===== src/shared/pmc_regs.vh =====
// Timing counts, target addresses and serial register indexes for the proximity controller.
`ifndef PMC_REGS_VH
`define PMC_REGS_VH

// ----------------------------------------------------------------------
// Clock and timing
// ----------------------------------------------------------------------
`define PMC_CLK_PERIOD_NS 40
`define PMC_PULSE_NS 7000
`define PMC_PULSE_CYC (`PMC_PULSE_NS / `PMC_CLK_PERIOD_NS)
`define PMC_WAIT_STEP_US 2700
`define PMC_WAIT_STEP_CYC (`PMC_WAIT_STEP_US * 1000 / `PMC_CLK_PERIOD_NS)
`define PMC_WAIT_LONG_MULT 12

// ----------------------------------------------------------------------
// Serial target addresses (selected by product variant strap)
// ----------------------------------------------------------------------
`define PMC_ADDR_MAIN 7'h39
`define PMC_ADDR_ALT 7'h29

// ----------------------------------------------------------------------
// Serial readable register indexes and command field
// ----------------------------------------------------------------------
`define PMC_IDX_STATUS 2'h0
`define PMC_IDX_DATA_LO 2'h1
`define PMC_IDX_DATA_HI 2'h2
`define PMC_IDX_PERSIST 2'h3
`define PMC_CMD_CLR_BIT 7
`define PMC_STAT_SAT_BIT 0
`define PMC_STAT_INT_BIT 1

`endif


===== src/verilog/pmc_i2c_target.v =====
// Serial two-wire target port: address match, pointer write, interrupt clear, data reads.
`timescale 1ns/100ps
`include "pmc_regs.vh"

module pmc_i2c_target (
	// Clock, reset and enable.
	input wire mclk_i,
	input wire rst_b_i,
	input wire ce_i,
	// Bus pins as seen from outside the clock domain.
	input wire scl_i,
	input wire sda_i,
	output reg sda_oe_o,
	// Variant strap and readable state.
	input wire addr_alt_i,
	input wire [15:0] data_i,
	input wire sat_i,
	input wire int_i,
	input wire [3:0] persist_cnt_i,
	// One-cycle request to clear the interrupt.
	output reg clr_int_o
);

	localparam ST_IDLE = 3'd0;
	localparam ST_ADDR = 3'd1;
	localparam ST_ACK = 3'd2;
	localparam ST_WR = 3'd3;
	localparam ST_RD = 3'd4;
	localparam ST_RACK = 3'd5;

	reg [2:0] scl_s_reg; // Three-stage pin sampler for the serial clock.
	reg [2:0] sda_s_reg; // Three-stage pin sampler for the serial data.
	reg scl_f_reg; // Accepted clock level.
	reg sda_f_reg; // Accepted data level.
	reg scl_p_reg; // Accepted clock level one cycle earlier.
	reg sda_p_reg; // Accepted data level one cycle earlier.
	reg [2:0] state_reg; // Transfer state.
	reg [3:0] cnt_reg; // Bit counter within a byte.
	reg [7:0] sh_reg; // Receive shifter.
	reg [7:0] tx_reg; // Transmit shifter.
	reg [1:0] ptr_reg; // Register pointer, auto-incremented on reads.
	reg rw_reg; // Direction captured from the address byte.
	reg first_reg; // Next written byte is the pointer or command byte.
	reg nack_reg; // Controller declined further read bytes.
	reg [7:0] rd_byte; // Byte selected by the pointer.

	wire scl_rise = scl_f_reg & ~scl_p_reg;
	wire scl_fall = ~scl_f_reg & scl_p_reg;
	wire start_c = scl_f_reg & scl_p_reg & sda_p_reg & ~sda_f_reg;
	wire stop_c = scl_f_reg & scl_p_reg & ~sda_p_reg & sda_f_reg;
	wire [6:0] my_addr = addr_alt_i ? `PMC_ADDR_ALT : `PMC_ADDR_MAIN;

	// ----------------------------------------------------------------------
	// Read multiplexer
	// ----------------------------------------------------------------------
	// Readable bytes; status bits sit low, unused bits read as zero.
	always @* begin
		case (ptr_reg)
			`PMC_IDX_STATUS: rd_byte = {6'h00, int_i, sat_i};
			`PMC_IDX_DATA_LO: rd_byte = data_i[7:0];
			`PMC_IDX_DATA_HI: rd_byte = data_i[15:8];
			default: rd_byte = {4'h0, persist_cnt_i};
		endcase
	end

	// ----------------------------------------------------------------------
	// Pin sampling
	// ----------------------------------------------------------------------
	// A pin level is accepted only when the second and third stages agree,
	// which rejects glitches a single sample would let through.
	always @(posedge mclk_i) begin
		if (!rst_b_i) begin
			scl_s_reg <= 3'h7;
			sda_s_reg <= 3'h7;
			scl_f_reg <= 1'b1;
			sda_f_reg <= 1'b1;
			scl_p_reg <= 1'b1;
			sda_p_reg <= 1'b1;
		end else if (ce_i) begin
			scl_s_reg <= {scl_s_reg[1:0], scl_i};
			sda_s_reg <= {sda_s_reg[1:0], sda_i};
			if (scl_s_reg[1] == scl_s_reg[2]) begin
				scl_f_reg <= scl_s_reg[2];
			end
			if (sda_s_reg[1] == sda_s_reg[2]) begin
				sda_f_reg <= sda_s_reg[2];
			end
			scl_p_reg <= scl_f_reg;
			sda_p_reg <= sda_f_reg;
		end
	end

	// ----------------------------------------------------------------------
	// Transfer engine
	// ----------------------------------------------------------------------
	// Bits are sampled on clock rise and driven on clock fall. At 25 MHz a
	// 400 kHz bus gives about 30 samples per half period, ample margin.
	always @(posedge mclk_i) begin
		if (!rst_b_i) begin
			state_reg <= ST_IDLE;
			cnt_reg <= 4'h0;
			sh_reg <= 8'h00;
			tx_reg <= 8'h00;
			ptr_reg <= 2'h0;
			rw_reg <= 1'b0;
			first_reg <= 1'b0;
			nack_reg <= 1'b0;
			sda_oe_o <= 1'b0;
			clr_int_o <= 1'b0;
		end else if (ce_i) begin
			clr_int_o <= 1'b0;
			if (start_c) begin
				// A start, repeated or not, always begins an address byte.
				state_reg <= ST_ADDR;
				cnt_reg <= 4'h0;
				sda_oe_o <= 1'b0;
			end else if (stop_c) begin
				state_reg <= ST_IDLE;
				sda_oe_o <= 1'b0;
			end else begin
				case (state_reg)
					ST_ADDR, ST_WR: begin
						if (scl_rise && cnt_reg != 4'h8) begin
							sh_reg <= {sh_reg[6:0], sda_f_reg};
							cnt_reg <= cnt_reg + 4'h1;
						end else if (scl_fall && cnt_reg == 4'h8) begin
							if (state_reg == ST_ADDR) begin
								// Only the strapped address is acknowledged.
								if (sh_reg[7:1] == my_addr) begin
									rw_reg <= sh_reg[0];
									first_reg <= 1'b1;
									sda_oe_o <= 1'b1;
									state_reg <= ST_ACK;
								end else begin
									state_reg <= ST_IDLE;
								end
							end else begin
								// First byte sets the pointer and may carry the clear.
								if (first_reg) begin
									ptr_reg <= sh_reg[1:0];
									clr_int_o <= sh_reg[`PMC_CMD_CLR_BIT];
									first_reg <= 1'b0;
								end
								sda_oe_o <= 1'b1;
								state_reg <= ST_ACK;
							end
						end
					end
					ST_ACK: begin
						if (scl_fall) begin
							cnt_reg <= 4'h0;
							if (rw_reg) begin
								tx_reg <= rd_byte;
								sda_oe_o <= ~rd_byte[7];
								ptr_reg <= ptr_reg + 2'h1;
								state_reg <= ST_RD;
							end else begin
								sda_oe_o <= 1'b0;
								state_reg <= ST_WR;
							end
						end
					end
					ST_RD: begin
						if (scl_rise) begin
							cnt_reg <= cnt_reg + 4'h1;
						end else if (scl_fall) begin
							if (cnt_reg == 4'h8) begin
								sda_oe_o <= 1'b0;
								state_reg <= ST_RACK;
							end else begin
								tx_reg <= {tx_reg[6:0], 1'b0};
								sda_oe_o <= ~tx_reg[6];
							end
						end
					end
					ST_RACK: begin
						if (scl_rise) begin
							nack_reg <= sda_f_reg;
						end else if (scl_fall) begin
							// A declined byte ends the read; the line stays released.
							if (nack_reg) begin
								state_reg <= ST_IDLE;
							end else begin
								cnt_reg <= 4'h0;
								tx_reg <= rd_byte;
								sda_oe_o <= ~rd_byte[7];
								ptr_reg <= ptr_reg + 2'h1;
								state_reg <= ST_RD;
							end
						end
					end
					default: begin
						sda_oe_o <= 1'b0;
					end
				endcase
			end
		end
	end

endmodule


===== src/verilog/pmc_prox_ctrl.v =====
// Proximity measurement sequencer with offset, saturation, thresholds and alert pin.
`timescale 1ns/100ps
`include "pmc_regs.vh"

module pmc_prox_ctrl #(
	parameter PULSE_CYC = `PMC_PULSE_CYC,
	parameter WAIT_STEP_CYC = `PMC_WAIT_STEP_CYC,
	parameter DATA_W = 16
) (
	// Clock, reset and enable.
	input wire mclk_i,
	input wire rst_b_i,
	input wire ce_i,
	// Configuration bits.
	input wire enable_i,
	input wire wait_en_i,
	input wire wait_long_i,
	input wire [7:0] wait_time_i,
	input wire [7:0] pulse_count_i,
	input wire ir_channel_i,
	input wire [DATA_W-1:0] offset_i,
	input wire int_en_i,
	input wire [DATA_W-1:0] thr_low_i,
	input wire [DATA_W-1:0] thr_high_i,
	input wire [3:0] persist_i,
	input wire sleep_after_int_i,
	input wire addr_alt_i,
	// Converter handshake on the same clock.
	input wire adc_done_i,
	input wire [DATA_W-1:0] adc_data_i,
	input wire adc_sat_i,
	output reg adc_start_o,
	output reg broadband_diode_channel_o,
	output reg infrared_diode_channel_o,
	// Emitter sink pin, open drain.
	output reg emitter_sink_pin_o,
	output reg emitter_sink_pin_oe_o,
	// Alert pin, open drain, active low.
	output reg alert_n_o,
	output reg alert_n_oe_o,
	// Serial bus pins.
	input wire scl_i,
	input wire sda_i,
	output reg sda_o,
	output wire sda_oe_o,
	// Visible state.
	output reg [DATA_W-1:0] prox_data_o,
	output reg sat_o,
	output reg int_o,
	output reg sleeping_o
);

	localparam ST_IDLE = 3'd0;
	localparam ST_WAIT = 3'd1;
	localparam ST_PON = 3'd2;
	localparam ST_POFF = 3'd3;
	localparam ST_CONV = 3'd4;
	localparam ST_EVAL = 3'd5;
	localparam ST_SLEEP = 3'd6;
	// Counts are worked out at full width and then cut on purpose to the timer and step widths.
	localparam [31:0] PULSE_LAST_W = PULSE_CYC - 1;
	localparam [31:0] STEP_LAST_W = WAIT_STEP_CYC - 1;
	localparam [31:0] LONG_MULT_W = `PMC_WAIT_LONG_MULT;
	localparam [23:0] PULSE_LAST = PULSE_LAST_W[23:0];
	localparam [23:0] STEP_LAST = STEP_LAST_W[23:0];
	localparam [11:0] LONG_MULT = LONG_MULT_W[11:0];

	reg [2:0] state_reg; // Measurement sequencer state.
	reg [23:0] tmr_reg; // Cycle timer within a pulse, gap or wait step.
	reg [11:0] step_reg; // Remaining wait steps.
	reg [7:0] pulses_reg; // Remaining emitter pulses.
	reg [3:0] pers_reg; // Consecutive out-of-range count.
	reg [DATA_W-1:0] corr_next; // Offset-corrected conversion result.
	wire clr_int; // One-cycle clear from the serial port.
	wire out_of_range = (prox_data_o > thr_high_i) || (prox_data_o < thr_low_i);
	wire [11:0] wait_steps = wait_long_i ?
		(({4'h0, wait_time_i} + 12'h001) * LONG_MULT) : ({4'h0, wait_time_i} + 12'h001);

	// ----------------------------------------------------------------------
	// Offset correction
	// ----------------------------------------------------------------------
	// Crosstalk offset is subtracted and floored at zero; wrapping would turn
	// a dark reading into a false near object.
	always @* begin
		if (adc_data_i > offset_i) begin
			corr_next = adc_data_i - offset_i;
		end else begin
			corr_next = {DATA_W{1'b0}};
		end
	end

	// ----------------------------------------------------------------------
	// Serial target
	// ----------------------------------------------------------------------
	pmc_i2c_target u_i2c (
		.mclk_i(mclk_i),
		.rst_b_i(rst_b_i),
		.ce_i(ce_i),
		.scl_i(scl_i),
		.sda_i(sda_i),
		.sda_oe_o(sda_oe_o),
		.addr_alt_i(addr_alt_i),
		.data_i(prox_data_o),
		.sat_i(sat_o),
		.int_i(int_o),
		.persist_cnt_i(pers_reg),
		.clr_int_o(clr_int)
	);

	// ----------------------------------------------------------------------
	// Measurement sequencer
	// ----------------------------------------------------------------------
	// One process owns the cycle so that the data, flag and alert updates
	// can never interleave with a half-finished measurement.
	always @(posedge mclk_i) begin
		if (!rst_b_i) begin
			state_reg <= ST_IDLE;
			tmr_reg <= 24'h000000;
			step_reg <= 12'h000;
			pulses_reg <= 8'h00;
			pers_reg <= 4'h0;
			adc_start_o <= 1'b0;
			broadband_diode_channel_o <= 1'b0;
			infrared_diode_channel_o <= 1'b0;
			emitter_sink_pin_o <= 1'b0;
			emitter_sink_pin_oe_o <= 1'b0;
			alert_n_o <= 1'b0;
			alert_n_oe_o <= 1'b0;
			sda_o <= 1'b0;
			prox_data_o <= {DATA_W{1'b0}};
			sat_o <= 1'b0;
			int_o <= 1'b0;
			sleeping_o <= 1'b0;
		end else if (ce_i) begin
			adc_start_o <= 1'b0;
			// Clear from firmware drops the flag unless set in the same cycle.
			if (clr_int) begin
				int_o <= 1'b0;
			end
			// The alert pin mirrors the sticky flag as a level.
			alert_n_oe_o <= int_o;
			case (state_reg)
				ST_IDLE: begin
					sleeping_o <= 1'b0;
					if (enable_i) begin
						// Select exactly one diode for the whole cycle.
						broadband_diode_channel_o <= ~ir_channel_i;
						infrared_diode_channel_o <= ir_channel_i;
						// Zero is treated as one pulse.
						pulses_reg <= (pulse_count_i == 8'h00) ? 8'h01 : pulse_count_i;
						tmr_reg <= 24'h000000;
						step_reg <= wait_steps;
						if (wait_en_i) begin
							state_reg <= ST_WAIT;
						end else begin
							emitter_sink_pin_oe_o <= 1'b1;
							state_reg <= ST_PON;
						end
					end
				end
				ST_WAIT: begin
					// Steps of 2.7 ms, up to 256 or 3072 steps.
					if (tmr_reg == STEP_LAST) begin
						tmr_reg <= 24'h000000;
						if (step_reg == 12'h001) begin
							emitter_sink_pin_oe_o <= 1'b1;
							state_reg <= ST_PON;
						end else begin
							step_reg <= step_reg - 12'h001;
						end
					end else begin
						tmr_reg <= tmr_reg + 24'h000001;
					end
				end
				ST_PON: begin
					// Sink held for exactly PULSE_CYC cycles.
					if (tmr_reg == PULSE_LAST) begin
						tmr_reg <= 24'h000000;
						emitter_sink_pin_oe_o <= 1'b0;
						pulses_reg <= pulses_reg - 8'h01;
						state_reg <= ST_POFF;
					end else begin
						tmr_reg <= tmr_reg + 24'h000001;
					end
				end
				ST_POFF: begin
					// Equal-length gap between pulses, then the next or conversion.
					if (tmr_reg == PULSE_LAST) begin
						tmr_reg <= 24'h000000;
						if (pulses_reg == 8'h00) begin
							adc_start_o <= 1'b1;
							state_reg <= ST_CONV;
						end else begin
							emitter_sink_pin_oe_o <= 1'b1;
							state_reg <= ST_PON;
						end
					end else begin
						tmr_reg <= tmr_reg + 24'h000001;
					end
				end
				ST_CONV: begin
					if (adc_done_i) begin
						prox_data_o <= corr_next;
						sat_o <= adc_sat_i;
						state_reg <= ST_EVAL;
					end
				end
				ST_EVAL: begin
					if (int_en_i && out_of_range) begin
						if (pers_reg >= persist_i) begin
							int_o <= 1'b1;
							if (sleep_after_int_i) begin
								sleeping_o <= 1'b1;
								state_reg <= ST_SLEEP;
							end else begin
								state_reg <= ST_IDLE;
							end
						end else begin
							pers_reg <= pers_reg + 4'h1;
							state_reg <= ST_IDLE;
						end
					end else begin
						pers_reg <= 4'h0;
						state_reg <= ST_IDLE;
					end
				end
				ST_SLEEP: begin
					// Sleep ends only once firmware has released the alert.
					if (!int_o) begin
						sleeping_o <= 1'b0;
						state_reg <= ST_IDLE;
					end
				end
				default: begin
					state_reg <= ST_IDLE;
				end
			endcase
		end
	end

endmodule


===== config.mk =====
export PLATFORM = sky130hd
export DESIGN_NAME = pmc_prox_ctrl
export DESIGN_NICKNAME = d
export VERILOG_FILES = /design/src/verilog/pmc_i2c_target.v /design/src/verilog/pmc_prox_ctrl.v
export VERILOG_INCLUDE_DIRS = /design/src /design/src/shared
export SDC_FILE = /design/constraint.sdc
export NUM_CORES = 1
export LEC_CHECK = 0
export ABC_AREA = 1
export BUFFER_PORTS_ARGS = -buffer_cell sky130_fd_sc_hd__buf_2
export CAP_MARGIN = 40
export CORE_MARGIN = 2
export CORE_UTILIZATION = 30
export CTS_BUF_LIST = sky130_fd_sc_hd__clkbuf_8
export DETAILED_ROUTE_END_ITERATION = 10
export GPL_TIMING_DRIVEN = 0
export HOLD_SLACK_MARGIN = 0.06
export PLACE_DENSITY_LB_ADDON = 0.2
export SYNTH_ARGS = -nofsm -noshare
export SYNTH_HDL_FRONTEND = slang
export SYNTH_SLANG_ARGS = --single-unit

===== constraint.sdc =====
create_clock -name mclk_i -period 1.89 [get_ports mclk_i]
set_input_delay 0 -clock mclk_i [delete_from_list [all_inputs] [get_ports mclk_i]]
set_output_delay 0 -clock mclk_i [all_outputs]
set_load 0.03 [all_outputs]

# Word-level counts from Yosys, hierarchy flattened
# Cells that the tools add are included.
# W data, S select, Z words.
[classes]
add_sub_neg = 8
multipliers = 1
order_cmp = 4
n_eq_ne = 65
mux = 117
bitwise = 17
n_reduce_logical = 39
[op_table]
columns = ["operator", "count"]
rows = [
  ["$mux W24", 3],
  ["$pmux W24 S3", 1],
  ["$mux W3", 23],
  ["$mux W7", 8],
  ["$mux W12", 4],
  ["$ne A2 B2 Y1 const B", 21],
  ["$mux W1", 40],
  ["$mux W4", 10],
  ["$gt A16 B16 Y1", 2],
  ["$add A24 B1 Y24 const B", 1],
  ["$eq A24 B17 Y1 const B", 1],
  ["$eq A24 B8 Y1 const B", 1],
  ["$mux W2", 12],
  ["$mux W8", 3],
  ["$pmux W12 S2", 1],
  ["$pmux W8 S3", 1],
  ["$pmux W3 S7", 1],
  ["$pmux W7 S3", 1],
  ["$ne A4 B1 Y1 const B", 5],
  ["$reduce_and A10 Y1", 2],
  ["$reduce_and A9 Y1", 2],
  ["$logic_not A8 Y1", 2],
  ["$lt A16 B16 Y1", 1],
  ["$mux W16", 1],
  ["51 further kinds", 104],
]
[totals]
reg_bits = 114
input_bits = 98
output_inout_bits = 28
elab_cells = 281

# Longest topological paths before layout
# Gate-level depths: netlist of run 1.
[logic_depth]
depth_word = 9
depth_mapped = 18
ltp_nobuf = 18

# By module
# A second synthesis of run 1 with hierarchy kept.
[hier_totals]
cells_unflattened = 1326
area_unflattened_um2 = 8624.5
[by_module_without_submodules]
columns = ["module", "n_inst", "cells_each", "area_per_inst_um2", "seq_area_each_um2"]
rows = [
  ["pmc_prox_ctrl", 1, 988, 6428.7, 1501.4],
  ["pmc_i2c_target", 1, 338, 2195.9, 780.7],
]

# Least setup slack after synthesis of run 1
# No wires, ideal clock.
[synth_timing]
kind = "input-to-reg"
start = "in wait_time_i[0]"
end = "reg step_reg[11]"
setup_ps = 117
t_arrival_ps = 1894
required_time_ps = 1773
path_slack_ps = -121
cell_stages = 10
path_buffers = 0
path_cell_list = "ha_1 > xor2_1 > inv_1 > fa_1 > o31ai_1 > nand4_1 > a21oi_1 > nor2_1 > nor3_1 > nor2_1"
[synth_between]
elab_chain_len = 5
[synth_rtl]
columns = ["item", "line", "text"]
rows = [
  ["start, declared", "pmc_prox_ctrl.v:18", "input wire [7:0] wait_time_i,"],
  ["$add A8 B1 Y9", "pmc_prox_ctrl.v:77", "(({4'h0, wait_time_i} + 12'h001) * LONG_MULT) : ({4'h0, wait_time_i} + 12'h001);"],
  ["$mul A12 B2 Y10", "pmc_prox_ctrl.v:77", ""],
  ["$mux W12", "pmc_prox_ctrl.v:76", "wire [11:0] wait_steps = wait_long_i ?"],
  ["$mux W12", "pmc_prox_ctrl.v:145", "if (enable_i) begin"],
  ["$pmux W12 S2", "pmc_prox_ctrl.v:142", "case (state_reg)"],
  ["end signal, assigned", "pmc_prox_ctrl.v:152", "step_reg <= wait_steps;"],
  ["end signal, assigned", "pmc_prox_ctrl.v:169", "step_reg <= step_reg - 12'h001;"],
  ["end, declared", "pmc_prox_ctrl.v:70", "reg [11:0] step_reg;"],
]
# No other way between the ends. The select of a mux whose other input is x is not followed.
# A chain may end at the register's enable or synchronous reset.

# Worst setup path after layout of run 1
[layout_timing]
start = "reg tmr_reg[18]"
end = "reg pulses_reg[6]"
[layout_between]
elab_chain_len = 3
[layout_rtl]
columns = ["item", "line", "text"]
rows = [
  ["start, declared", "pmc_prox_ctrl.v:69", "reg [23:0] tmr_reg;"],
  ["start signal, assigned", "pmc_prox_ctrl.v:172", "tmr_reg <= tmr_reg + 24'h000001;"],
  ["start signal, assigned", "pmc_prox_ctrl.v:183", "tmr_reg <= tmr_reg + 24'h000001;"],
  ["start signal, assigned", "pmc_prox_ctrl.v:198", "tmr_reg <= tmr_reg + 24'h000001;"],
  ["$eq A24 B8 Y1", "pmc_prox_ctrl.v:177", "if (tmr_reg == PULSE_LAST) begin"],
  ["$ne A2 B2 Y1 (no source line)", "n/a", ""],
  ["$reduce_and A4 Y1 (no source line)", "n/a", ""],
  ["end signal, assigned", "pmc_prox_ctrl.v:150", "pulses_reg <= (pulse_count_i == 8'h00) ? 8'h01 : pulse_count_i;"],
  ["end signal, assigned", "pmc_prox_ctrl.v:180", "pulses_reg <= pulses_reg - 8'h01;"],
  ["end, declared", "pmc_prox_ctrl.v:71", "reg [7:0] pulses_reg;"],
]
# No other way between the ends.

==> results of run 1 <==
-- repair_timing --
| item | CTS | global route |
|---|---|---|
| gates cloned | 2 | 1 |
| setup buffers | 7 | 18 |
| hold endpoints to repair | 41 | 9 |
| hold buffers | 23 | 2 |
| pin swaps | 9 | 34 |
| setup endpoints to repair | 81 | 76 |
| resized for setup | 68 | 144 |
-- per-stage QoR --
stage                     setup WS, ns  cells  util [%]  hold WS (ns)  area [sq um]
after floorplan             -0.0008799   1327         -        0.1263          8579
after global placement         -0.4439   1826     34.57        0.2182          9658
after detailed placement       -0.4547   1826     34.57        0.2149          9658
after CTS                     -0.02316   1890     37.61       -0.1072         10510
after global routing          -0.06672   1909     40.04       0.09602         11180
final                          0.02517   1909     40.04       0.09190         11180
-- placed cells by master (no fill, tap or decap), types with 9 or more instances in the layout --
master	Yosys	layout
sky130_fd_sc_hd__dfxtp_4	0	18
sky130_fd_sc_hd__nor3_1	33	25
sky130_fd_sc_hd__dfxtp_1	114	79
sky130_fd_sc_hd__nand4_1	15	15
sky130_fd_sc_hd__or2_2	10	10
sky130_fd_sc_hd__a21oi_1	124	116
sky130_fd_sc_hd__o21ai_1	1	13
sky130_fd_sc_hd__dfxtp_2	0	17
sky130_fd_sc_hd__buf_2	10	125
sky130_fd_sc_hd__o211ai_1	9	9
sky130_fd_sc_hd__clkbuf_8	0	18
sky130_fd_sc_hd__xnor2_1	9	9
sky130_fd_sc_hd__nand2_2	1	20
sky130_fd_sc_hd__o21ai_0	84	69
sky130_fd_sc_hd__nand3_1	75	71
sky130_fd_sc_hd__nand2_1	294	271
sky130_fd_sc_hd__nor2_1	134	113
sky130_fd_sc_hd__nand3b_1	9	9
sky130_fd_sc_hd__ha_1	72	60
sky130_fd_sc_hd__xor2_1	30	28
sky130_fd_sc_hd__clkbuf_1	19	15
sky130_fd_sc_hd__nor2_2	1	10
sky130_fd_sc_hd__ha_4	0	12
sky130_fd_sc_hd__nor2_4	2	14
sky130_fd_sc_hd__dlygate4sd3_1	0	25
sky130_fd_sc_hd__buf_4	3	33
sky130_fd_sc_hd__inv_1	194	189
-- area by class of cell --
| class | instances | area [sq um] |
|---|---|---|
| repair buffers | 174 | 1061 |
| multi-input cells | 980 | 5951 |
| fillers | 3062 | 16750 |
| clock buffers | 18 | 247.7 |
| inverters | 198 | 752.0 |
| clock inverters | 14 | 138.9 |
| plain buffers | 33 | 190.2 |
| well taps | 378 | 473.0 |
| flip-flops and latches | 114 | 2371 |
-- critical path, stage by stage (launching register included) --
cell and delay, ns:
sky130_fd_sc_hd__dfxtp_2 0.35, sky130_fd_sc_hd__or2_1 0.29, sky130_fd_sc_hd__nor4_4 0.18, sky130_fd_sc_hd__nand4_1 0.18, sky130_fd_sc_hd__buf_4 0.18, sky130_fd_sc_hd__o21ai_2 0.12
sky130_fd_sc_hd__nand2_2 0.11, sky130_fd_sc_hd__buf_6 0.16, sky130_fd_sc_hd__nand2_2 0.05, sky130_fd_sc_hd__nand2_1 0.04, sky130_fd_sc_hd__a21oi_1 0.14
-- logic make-up after synthesis --
logic type | count (synthesis) | synth area share [%]
XOR/XNOR | 39 | 3.988
flip-flops | 114 | 26.64
other | 1 | 0.04378
AO/OA/AOI/OAI | 267 | 17.60
adder cells (fa/ha/maj) | 74 | 10.98
buffers and inverters | 233 | 10.58
multiplexers | 3 | 0.3652
AND/OR/NAND/NOR | 594 | 29.80
-- per-layer routing --
layer  part of all wire, %  track usage, %  vias up
met4                   1.0           3.778        0
met2                    46           27.23      182
met5                     0               0        -
met1                    50           23.65     4230
met3                   3.8           2.968       18
li1                      -               -     4742
-- power breakdown --
| part | total [uW] | internal (uW) | switching [uW] |
|---|---|---|---|
| Clock | 2290 | 1200 | 1100 |
| Sequential | 2740 | 2580 | 163 |
| Combinational | 2420 | 924 | 1500 |
-- worst max-delay path by stage --
stage / slack [ns] / end / startpoint / cells past startpoint
floorplan: -0.0009 / step_reg[11] / wait_time_i[0] / 12
global placement: -0.44 / step_reg[11] / wait_time_i[0] / 15
detailed placement: -0.45 / step_reg[11] / wait_time_i[0] / 13
CTS: -0.02 / u_i2c.state_reg[1] / u_i2c.cnt_reg[1] / 11
global route: -0.07 / pulses_reg[0] / tmr_reg[18] / 9
finish: 0.03 / pulses_reg[6] / tmr_reg[18] / 10
==> results list, run 1 <==
- Min-Delay Path Class: primary input to flop
- The routed design has approximately 27 mm of wire.
* Via count normalized by instance count: 4.805
- The longest clock path from root to sink contains 2 buffers.
- Portion of synthesized cell area occupied by the leading cell type: 26.64%
* Critical path data arrival time: approximately 2.2 ns
- The first global-routing pass estimated roughly 42 mm of wire.
* Number of flops mapped to enable cells by yosys: 0
* Leading post-synthesis cells by cell area: sky130_fd_sc_hd__dfxtp_1 27%, sky130_fd_sc_hd__nand2_1 13%, sky130_fd_sc_hd__ha_1 11%, sky130_fd_sc_hd__inv_1 8.5%, sky130_fd_sc_hd__a21oi_1 7.2%
- The mapped netlist covers around 0.0086 sq mm.
- The tool flagged a number of max-cap violations equal to 0.
* Number of sinks on the clock net: roughly 110
- Unrepaired setup endpoints after global routing: true
* Number of hold violations in the final report: 0
- In this run the count of I/O pins placed on the die edge is around 130.
- Maximum clock frequency: about 540 MHz
* Die height: 173.0 um
- Count of buffers inserted at the top-level ports: about 120
* CTS H-Tree Depth: 4
* Maximum number of pins on one net before global-route repair: 17
- For this design the static power due to leakage is between 0.005 and 0.006 uW.
- Hold_sp: adc_data_i[15]
* Synthesis Warnings: 0
* Via count of the first global-routing pass: roughly 8300
- Total Die Area: approximately 0.03 sq mm
- Once the floorplan was initialized, standard cells occupied 30.66% of the core.
* Worst hold path stage count: 5
- In the routed design, unresolved DRC markers number 0.
- The tree is rooted in a sky130_fd_sc_hd__clkbuf_8.
* Startpoint of the worst register-to-register path: tmr_reg[18]
* Clock latency on the worst-skew pair: roughly 0.44 ns
- Core area: roughly 0.028 sq mm
- Along the worst path, the maximum fanout reaches 6.
- The max-slew violation total from the final report is 0.
- In the final design database the tool counted about 1700 nets.
- TritonCTS created 17 clock buffers.
- Yosys instantiated no cell more often than sky130_fd_sc_hd__nand2_1.
- Worst clock skew: 0.01016 ns
* Most used DFF post-synth: sky130_fd_sc_hd__dfxtp_1
- Overall die width: 173.0 um
* Half-perimeter wire length after placement: about 20 mm
- Startpoint types: flop
* Fin crit share: 98.67%
* Crit end category: flop
* Worst Tran Pin Value: roughly 0.79 ns
* Final setup vio count: 0
- The number of antenna violations at the first check in global routing is 0.
- Required arrival time at the worst endpoint: approximately 2.3 ns
- After clock tree synthesis, the clock-pin slew on the worst setup and hold paths is 0.08 ns.
* Layout cells sized above 1: between 20% and 30%
- Shortest clock period the worst path allows after layout: 1.865 ns
* Normalized max-slew margin: approximately 47%
- After layout, the design draws a total of roughly 7500 uW.
- The flow ran to the end, and the final reports show no timing, DRC or antenna violations.
- Worst Reg2Reg Path Length in Cells: 10
- Max FFs per register: 24
* Post-synthesis sequential area ratio: between 20% and 30%
- Dividing the detail-routed wire length by the instance count gives ~14 um.
- VDD sags by at most 415.4 uV.
* Number of DRC markers in iteration 0: 636
* Worst setup path category: flop to flop
- A synthesized cell averages approximately 6.5 sq um.
- For this design the ratio of total power to cell area is about 670 mW/mm^2.
- Total GRT Usage: 16.95%
- The number of antenna diodes in the final layout is 0.
* Share of flip-flops with an asynchronous set or reset: 0%
* Number of nets with antenna violations after detailed routing: 0
- Worst min-delay path endpoint: prox_data_o[15]
- Reg2reg setup slack: ~0.025 ns
- Distinct cells, synth: 52
- After global routing the overflow that remains totals 0.
- TritonCTS built the clock tree.
- After synthesis the netlist holds a flip-flop and latch count of about 110.
- FF-to-FF End: pulses_reg[6]
- The floorplan has 61 rows.
- Post-synthesis to final-layout area growth: 30.57%
* GPL Wtd Cong: a little under 0.9
* Gate Count Post-Synth: roughly 1300
* Via total after detailed routing: around 9000
* Yosys top cell by area: sky130_fd_sc_hd__dfxtp_1
- The pre-antenna-repair detailed-routing pass consisted of 5 iterations.
- Top cells by instance count after synthesis: 294 x sky130_fd_sc_hd__nand2_1, 194 x sky130_fd_sc_hd__inv_1, 134 x sky130_fd_sc_hd__nor2_1, 124 x sky130_fd_sc_hd__a21oi_1, 114 x sky130_fd_sc_hd__dfxtp_1
- Setup TNS after final layout: 0 ns
(Power assumes the default switching activity.)
==> run 2: changes to the inputs <==
--- a/config.mk
+++ b/config.mk
@@ -16,6 +16,7 @@
 export GPL_TIMING_DRIVEN = 0
 export HOLD_SLACK_MARGIN = 0.06
 export PLACE_DENSITY_LB_ADDON = 0.2
+export RECOVER_POWER = 50
 export SYNTH_ARGS = -nofsm -noshare
 export SYNTH_HDL_FRONTEND = slang
 export SYNTH_SLANG_ARGS = --single-unit
==> run 2 against run 1 <==
Effect of this change: utilization is 0.14 points lower; power barely moved; die area unchanged; critical path depth unchanged; design area decreased by 0.35%; combinational power about the same; worst hold slack hardly changed; setup slack worse by 0.0051 ns; clock skew about the same; critical endpoint unchanged.
==> results list, run 2 (synthesis gave the netlist of run 1 again) <==
* Run status: finished clean
- Tracing the worst setup path back leads to its startpoint at tmr_reg[18].
- Number of hold violations in the final report: 0 (unchanged)
- Number of I/O pins: 126 (unchanged)
* Number of DRC markers in iteration 0: 645 (+1.4%)
- Clock Pin Slew Worst Setup and Hold Paths: 0.08 ns (about the same)
- Reg2reg setup slack: 0.02 ns (about the same)
- The clock buffer count from CTS is 17 (unchanged).
- Pins over their slew limit: 0 (unchanged)
- TritonCTS built the clock tree.
* Max-cap violations: 0 (unchanged)
* Half-perimeter wire length after placement: 20.29 mm (unchanged)
- Met2 routing resource usage after global routing: 27.23% (unchanged)
- The number of antenna violations at the first check in global routing was 0 (unchanged).
- Die height: 173.0 um (unchanged)
- Worst setup path category: flop to flop
- Via total after detailed routing: 9199 (+0.29%)
- Total wirelength of the detailed-routed design: 26.60 mm (about the same)
- Fin crit share: 98.94% (+0.27 points)
- The final weighted congestion of routability-driven global placement was 0.8868 (unchanged).
* Via count of the first global-routing pass: 8281 (unchanged)
* Post-synthesis to final-layout area growth: 30.12%
- The worst-case reg-to-reg path depth was 10 (unchanged).
- Core area: 0.02793 sq mm (unchanged)
- The worst-case clock skew is 0.01061 ns (+0.0004520 ns).
- Setup repair after global routing could not meet its margin everywhere.
* Overall die width: 173.0 um (unchanged)
* First-pass GRT wire length: 41.61 mm (unchanged)
- The worst setup path is captured at a flop.
- The total setup violations reported at the end of the flow is 0 (unchanged).
* Worst Tran Pin Value: 0.7888 ns (-0.001332 ns)
- The data arrival time of the critical path was 2.24 ns (about the same).
- Startpoint types: flop
* Number of nets with antenna violations after detailed routing: 0 (unchanged)
- Count of buffers inserted at the top-level ports: 121 (unchanged)
* Peak ir drop on the vdd network: 414.7 uV (-0.17%)
- In this run the critical register-to-register path is captured at pulses_reg[6].
- The layout cell share with drive strength beyond 1 was 21.36% (-1.9 points).
- The total iterations of the first detailed-routing run is 6 (+1).
* Static power due to leakage: 0.004976 uW (-2.2%)
* Number of sinks on the clock net: 114 (unchanged)
- The latest clock arrival within the worst-skew pair was 0.44 ns (about the same).
- Hold_sp: adc_data_i[15]
- Via count normalized by instance count: 4.819 (+0.29%)
- The number of flip-flops in the largest register is 24 (unchanged).
* Initial core utilization: 30.66% (unchanged)
- Required arrival time at the worst endpoint: 2.26 ns (about the same)
- Min-Delay Path Class: primary input to flop
- The antenna diode count came to 0 (unchanged).
- Maximum clock frequency: 534.8 MHz (-0.27%)
* Library cell used as clock root buffer: sky130_fd_sc_hd__clkbuf_8
* Routed WL per cell: 13.94 um (about the same)
- Post-route DRC: 0 (unchanged)
- Row count: 61 (unchanged)
* Power density of the placed cells: 668.5 mW/mm^2 (+0.28%)
- Final core utilization: 39.90% (-0.14 points)
* Maximum number of pins on one net before global-route repair: 17 (unchanged)
* Leading cell type in the layout, fill and taps excluded: sky130_fd_sc_hd__nand2_1
- The net count reported at finish was 1690 (unchanged).
- The fraction of met3 tracks used by global routing was 2.968% (unchanged).
- Total GRT Usage: 16.95% (unchanged)
- The least setup slack across all paths after layout was 0.02006 ns (-0.005107 ns).
* Most used cells in the layout excluding fill and tap cells: 271 x sky130_fd_sc_hd__nand2_1, 190 x sky130_fd_sc_hd__inv_1, 116 x sky130_fd_sc_hd__a21oi_1, 113 x sky130_fd_sc_hd__nor2_1, 99 x sky130_fd_sc_hd__buf_2
- The H-tree depth came to 4 (unchanged).
- The area of the die was 0.02992 sq mm (unchanged).
- After global routing, the most crowded layer is met2.
- The most critical setup path has its endpoint at pulses_reg[6].
- Buffer levels on the longest clock path: 2 (unchanged)
* Normalized max-slew margin: 47.42% (+0.089 points)
- The met1 layer usage reported by global route was 23.65% (unchanged).
- The largest fanout of any net on the critical path is 6 (unchanged).
- The final critical delay including setup and external delays was 1.870 ns (+0.005107 ns).
- The fill cell instance count of the final layout came to 3081 (+0.62%).
* Startpoint of the worst register-to-register path: tmr_reg[18]
* Tightest hold margin: 0.09161 ns (-0.0002910 ns)
- Gr ovfl total: 0 (unchanged)
- Post-placement setup slack: -0.4547 ns (unchanged)
==> run 2: worst min path at each step <==
stage	to	slack (ns)	depth (start not counted)
after floorplan	u_i2c.scl_s_reg[0]	0.13	2
after global placement	u_i2c.scl_s_reg[0]	0.22	3
after detailed placement	u_i2c.sda_s_reg[0]	0.21	3
after CTS	tmr_reg[9]	-0.11	3
after global routing	prox_data_o[12]	0.1	5
final	prox_data_o[15]	0.09	5
==> run 2: per-layer routing <==
layer  routed length (um)  vias up  share of wire, %
met1                13270     4257                50
met3                  913       24               3.4
met5                    0        -                 0
met4                  284        0               1.1
met2                12140      179                46
li1                     -     4739                 -
==> run 2: what timing repair did <==
action                                 in CTS  in global routing
endpoints found under the hold margin      41                  9
setup endpoints to repair                  81                 76
resized for setup                          68                144
pin swaps                                   9                 34
cloned                                      2                  1
buffers inserted                            7                 18
hold buffers                               23                  2
==> run 2: layout make-up <==
type	instances	area, sq um	area share [%]
multi-input combinational	980	5946	53.35
clock inverter	14	138.9	1.246
buffer	33	190.2	1.706
timing repair buffer	174	1028	9.228
inverter	198	752.0	6.747
tap	378	473.0	4.243
clock buffer	18	247.7	2.223
sequential	114	2370	21.26
==> run 2: through the flow <==
step	power [uW]	std cells	instance area [sq um]	setup TNS (ns)
final	7451	1909	11150	0
after global routing	7928	1909	11150	-1.282
after detailed placement	4883	1826	9658	-12.76
after CTS	7313	1890	10510	-0.07029
after floorplan	4281	1327	8579	-0.0008799
after global placement	4877	1826	9658	-11.89
==> run 2: critical path: stages, from the launching register on <==
cell and delay (ns):
sky130_fd_sc_hd__dfxtp_2 0.35, sky130_fd_sc_hd__or2_1 0.29, sky130_fd_sc_hd__nor4_4 0.18, sky130_fd_sc_hd__nand4_1 0.18
sky130_fd_sc_hd__buf_4 0.18, sky130_fd_sc_hd__o21ai_2 0.12, sky130_fd_sc_hd__nand2_2 0.11, sky130_fd_sc_hd__buf_6 0.16
sky130_fd_sc_hd__nand2_2 0.05, sky130_fd_sc_hd__nand2_1 0.04, sky130_fd_sc_hd__a21oi_1 0.14
==> run 2: power breakdown <==
group	switching, uW	internal [uW]	leakage, uW	total (uW)
clock network	1090	1200	0.000194	2290
logic	1500	920	0.00383	2420
registers	163	2580	0.000948	2740
==> run 3: changes to the inputs <==
==> constraint.sdc (replaced) <==
create_clock -name mclk_i -period 1.89 [get_ports mclk_i]
set_input_delay 0.189 -clock mclk_i [delete_from_list [all_inputs] [get_ports mclk_i]]
set_output_delay 0.189 -clock mclk_i [all_outputs]
set_load 0.03 [all_outputs]
==> run 3 against run 2 <==
Effect of this change: the run now ends with setup timing left; power grew 6.1%; worst hold slack gained 0.011 ns; final cell count shrank 0.42%; via count shrank 0.88%; clock skew grew 0.00060 ns.
==> results list, run 3 (synthesis gave the netlist of run 1 again) <==
* Run status: finished with violations
- The final reports fail on setup timing.
- The number of antenna violations at the first check in global routing is 1 (+1).
- Setup repair after global routing could not meet its margin everywhere.
- The smallest hold slack is 0.1026 ns (+0.01101 ns).
- Via total after detailed routing: 9118 (-0.88%)
* Static power due to leakage: 0.004977 uW (about the same)
- The remaining design rule violation count is 0 (unchanged).
* Shortest clock period the worst path allows after layout: 1.940 ns (+0.06992 ns)
* Via count of the first global-routing pass: 8595 (+3.8%)
- The cell internal power dissipation was 5006 uW (+6.6%).
- Number of hold violations in the final report: 0 (unchanged)
- The routed length on met1 came to 13.42 mm (+1.1%).
* Clock network fraction of total power: 32.9% (+2.1 points)
- The max-cap check violation count was 0 (unchanged).
* Die height: 173.0 um (unchanged)
* Library cell used as clock root buffer: sky130_fd_sc_hd__clkbuf_8
* Max FFs per register: 24 (unchanged)
- Buffer levels on the longest clock path: 2 (unchanged)
- The combinational cell fraction of total power came to 32.5% (about the same).
* Overall die width: 173.0 um (unchanged)
- Required arrival time at the worst endpoint: 2.26 ns (about the same)
* Maximum number of pins on one net before global-route repair: 17 (unchanged)
* Final setup vio count: 7 (+7)
- Number of sinks on the clock net: 114 (unchanged)
- TritonCTS buffer count: 17 (unchanged)
* Clock latency on the worst-skew pair: 0.47 ns (+0.03 ns)
- The net count reported at finish is 1681 (-0.53%).
- The number of nets with antenna violations after detailed routing was 0 (unchanged).
- The total iterations of the first detailed-routing run came to 5 (-1).
* Clock Pin Slew Worst Setup and Hold Paths: 0.08 ns (about the same)
- The effective utilization at floorplan came to 30.66% (unchanged).
- TritonCTS built the clock tree.
- Count of buffers inserted at the top-level ports: 121 (unchanged)
- Min-Delay Path Class: primary input to flop
- Half-perimeter wire length after placement: 20.44 mm (+0.70%)
- The average wire per standard cell is 14.22 um (+2.0%).
- Detail Route met3 WL: 898 um (-1.6%)
- Final setup slack of the worst path: -0.04985 ns (-0.06992 ns)
- Routed signal wires occupy layers up through met4.
- Register share of total power: 34.6% (-2.2 points)
- Crit end category: flop
* Most used cells in the layout excluding fill and tap cells: 259 x sky130_fd_sc_hd__nand2_1, 179 x sky130_fd_sc_hd__inv_1, 106 x sky130_fd_sc_hd__a21oi_1, 104 x sky130_fd_sc_hd__nor2_1, 99 x sky130_fd_sc_hd__buf_2
- Core area: 0.02793 sq mm (unchanged)
- CTS H-Tree Depth: 4 (unchanged)
- Worst Tran Pin Value: 0.8605 ns (+0.07177 ns)
- Metal2 WL: 12.33 mm (+1.6%)
- The final weighted congestion of routability-driven global placement is 0.8830 (-0.43%).
* Maximum clock frequency: 515.5 MHz (-3.6%)
* Peak ir drop on the vdd network: 466.5 uV (+13%)
* Switching fraction of total power: 36.70% (-0.28 points)
- STA classifies the critical path startpoint as a flop.
* Worst clock skew: 0.01121 ns (+0.0006004 ns)
- The area of the die is 0.02992 sq mm (unchanged).
* Overall power of the completed layout: 7908 uW (+6.1%)
- From synthesis to final layout, the design area changed by 33.46%.
* First-pass GRT wire length: 43.19 mm (+3.8%)
- The cell area power density was 691.8 mW/mm^2 (+3.5%).
* Critical path data arrival time: 2.31 ns (+0.07 ns)
* Fin crit share: 102.6% (+3.7 points)
- The tightest slew margin relative to the limit is 42.63% (-4.8 points).
* Number of I/O pins: 126 (unchanged)
* Switch Pwr: 2902 uW (+5.3%)
- The fill cell instance count of the final layout was 3101 (+0.65%).
- Pins over their slew limit: 0 (unchanged)
* Total wirelength of the detailed-routed design: 27.03 mm (+1.6%)
- Gr ovfl total: 0 (unchanged)
* Worst setup path category: flop to flop
* Maximum fanout along the worst path: 7 (+1)
- Via count normalized by instance count: 4.796 (-0.46%)
* Number of DRC markers in iteration 0: 444 (-31%)
* Total GRT Usage: 17.79% (+0.84 points)
- Layout cells sized above 1: 26.74% (+5.4 points)
* Leading cell type in the layout, fill and taps excluded: sky130_fd_sc_hd__nand2_1
* Row count: 61 (unchanged)
[run 3: cell types whose count changed in the layout (fill, tap and decap cells not counted), moves of 9 or more]
cell | previous run | this run
sky130_fd_sc_hd__a21oi_1 | 116 | 106
sky130_fd_sc_hd__dlygate4sd3_1 | 25 | 7
sky130_fd_sc_hd__nor2_1 | 113 | 104
sky130_fd_sc_hd__nor2_2 | 10 | 21
sky130_fd_sc_hd__inv_1 | 190 | 179
sky130_fd_sc_hd__a21oi_2 | 8 | 18
sky130_fd_sc_hd__nand2_1 | 271 | 259
[run 3: area by class of cell]
cell class	count	area (sq um)	share of cell area, %
antenna	1	2.502	0.02189
buffer	33	198.9	1.740
clock buffer	17	234.0	2.047
clock inverter	15	209.0	1.828
inverter	198	757.0	6.621
multi-input combinational	981	6245	54.62
sequential	114	2370	20.73
tap	378	473.0	4.137
timing repair buffer	164	943.4	8.252
[run 3: metrics by stage]
step	std cells	setup WS [ns]	util (%)	setup TNS, ns	cell area [sq um]
detailed placement	1826	-0.5200	34.99	-20.10	9773
floorplan	1327	-0.02016	-	-0.02016	8695
global route	1901	-0.1694	40.93	-2.684	11430
CTS	1881	-0.05035	38.04	-0.1356	10630
finish	1901	-0.04985	40.93	-0.1088	11430
global placement	1826	-0.4694	34.99	-18.94	9773
[run 3: path summary, 6_finish.rpt]
kind | startpoint | endpoint | slack, ns | cells past startpoint
worst max register to register | tmr_reg[18] | tmr_reg[2] | -0.05 | 11
worst min register to register | u_i2c.sda_s_reg[1] | u_i2c.sda_s_reg[1] | 0.46 | 2
worst min-delay path | pulse_count_i[2] | pulses_reg[2] | 0.10 | 5
worst max-delay path | tmr_reg[18] | tmr_reg[2] | -0.05 | 11
[run 3: power by group through the flow]
stage	registers [uW]	clock network [uW]	logic, uW
CTS	2720	2660	2250
detailed placement	2790	0	2130
global placement	2780	0	2130
finish	2730	2600	2570
global route	2760	2760	2900
floorplan	2780	0	1540
[run 3: metal layers]
metal	vias to the layer above	track usage, %
li1	4742	-
met1	4193	24.37
met2	156	28.58
met3	27	3.078
met4	0	5.191
met5	-	0
[run 3: worst max-delay path, cell delays in order, from the launching register on]
cell and delay, ns:
sky130_fd_sc_hd__dfxtp_4 0.37, sky130_fd_sc_hd__or2_4 0.26, sky130_fd_sc_hd__nor4_4 0.21, sky130_fd_sc_hd__nand4_1 0.20
sky130_fd_sc_hd__buf_4 0.20, sky130_fd_sc_hd__o21ai_4 0.06, sky130_fd_sc_hd__nand2_4 0.13, sky130_fd_sc_hd__inv_6 0.11
sky130_fd_sc_hd__nand2_8 0.08, sky130_fd_sc_hd__nand2_8 0.10, sky130_fd_sc_hd__or2_1 0.10, sky130_fd_sc_hd__inv_1 0.03
[run 3: timing repair]
| item | 4_1_cts | 5_1_grt |
|---|---|---|
| hold endpoints to repair | 10 | 0 |
| resized for setup | 88 | 191 |
| pin swaps | 15 | 43 |
| setup buffers | 15 | 18 |
| endpoints found under the setup margin | 77 | 84 |
| hold buffers | 7 | 0 |
| gates cloned | 1 | 3 |
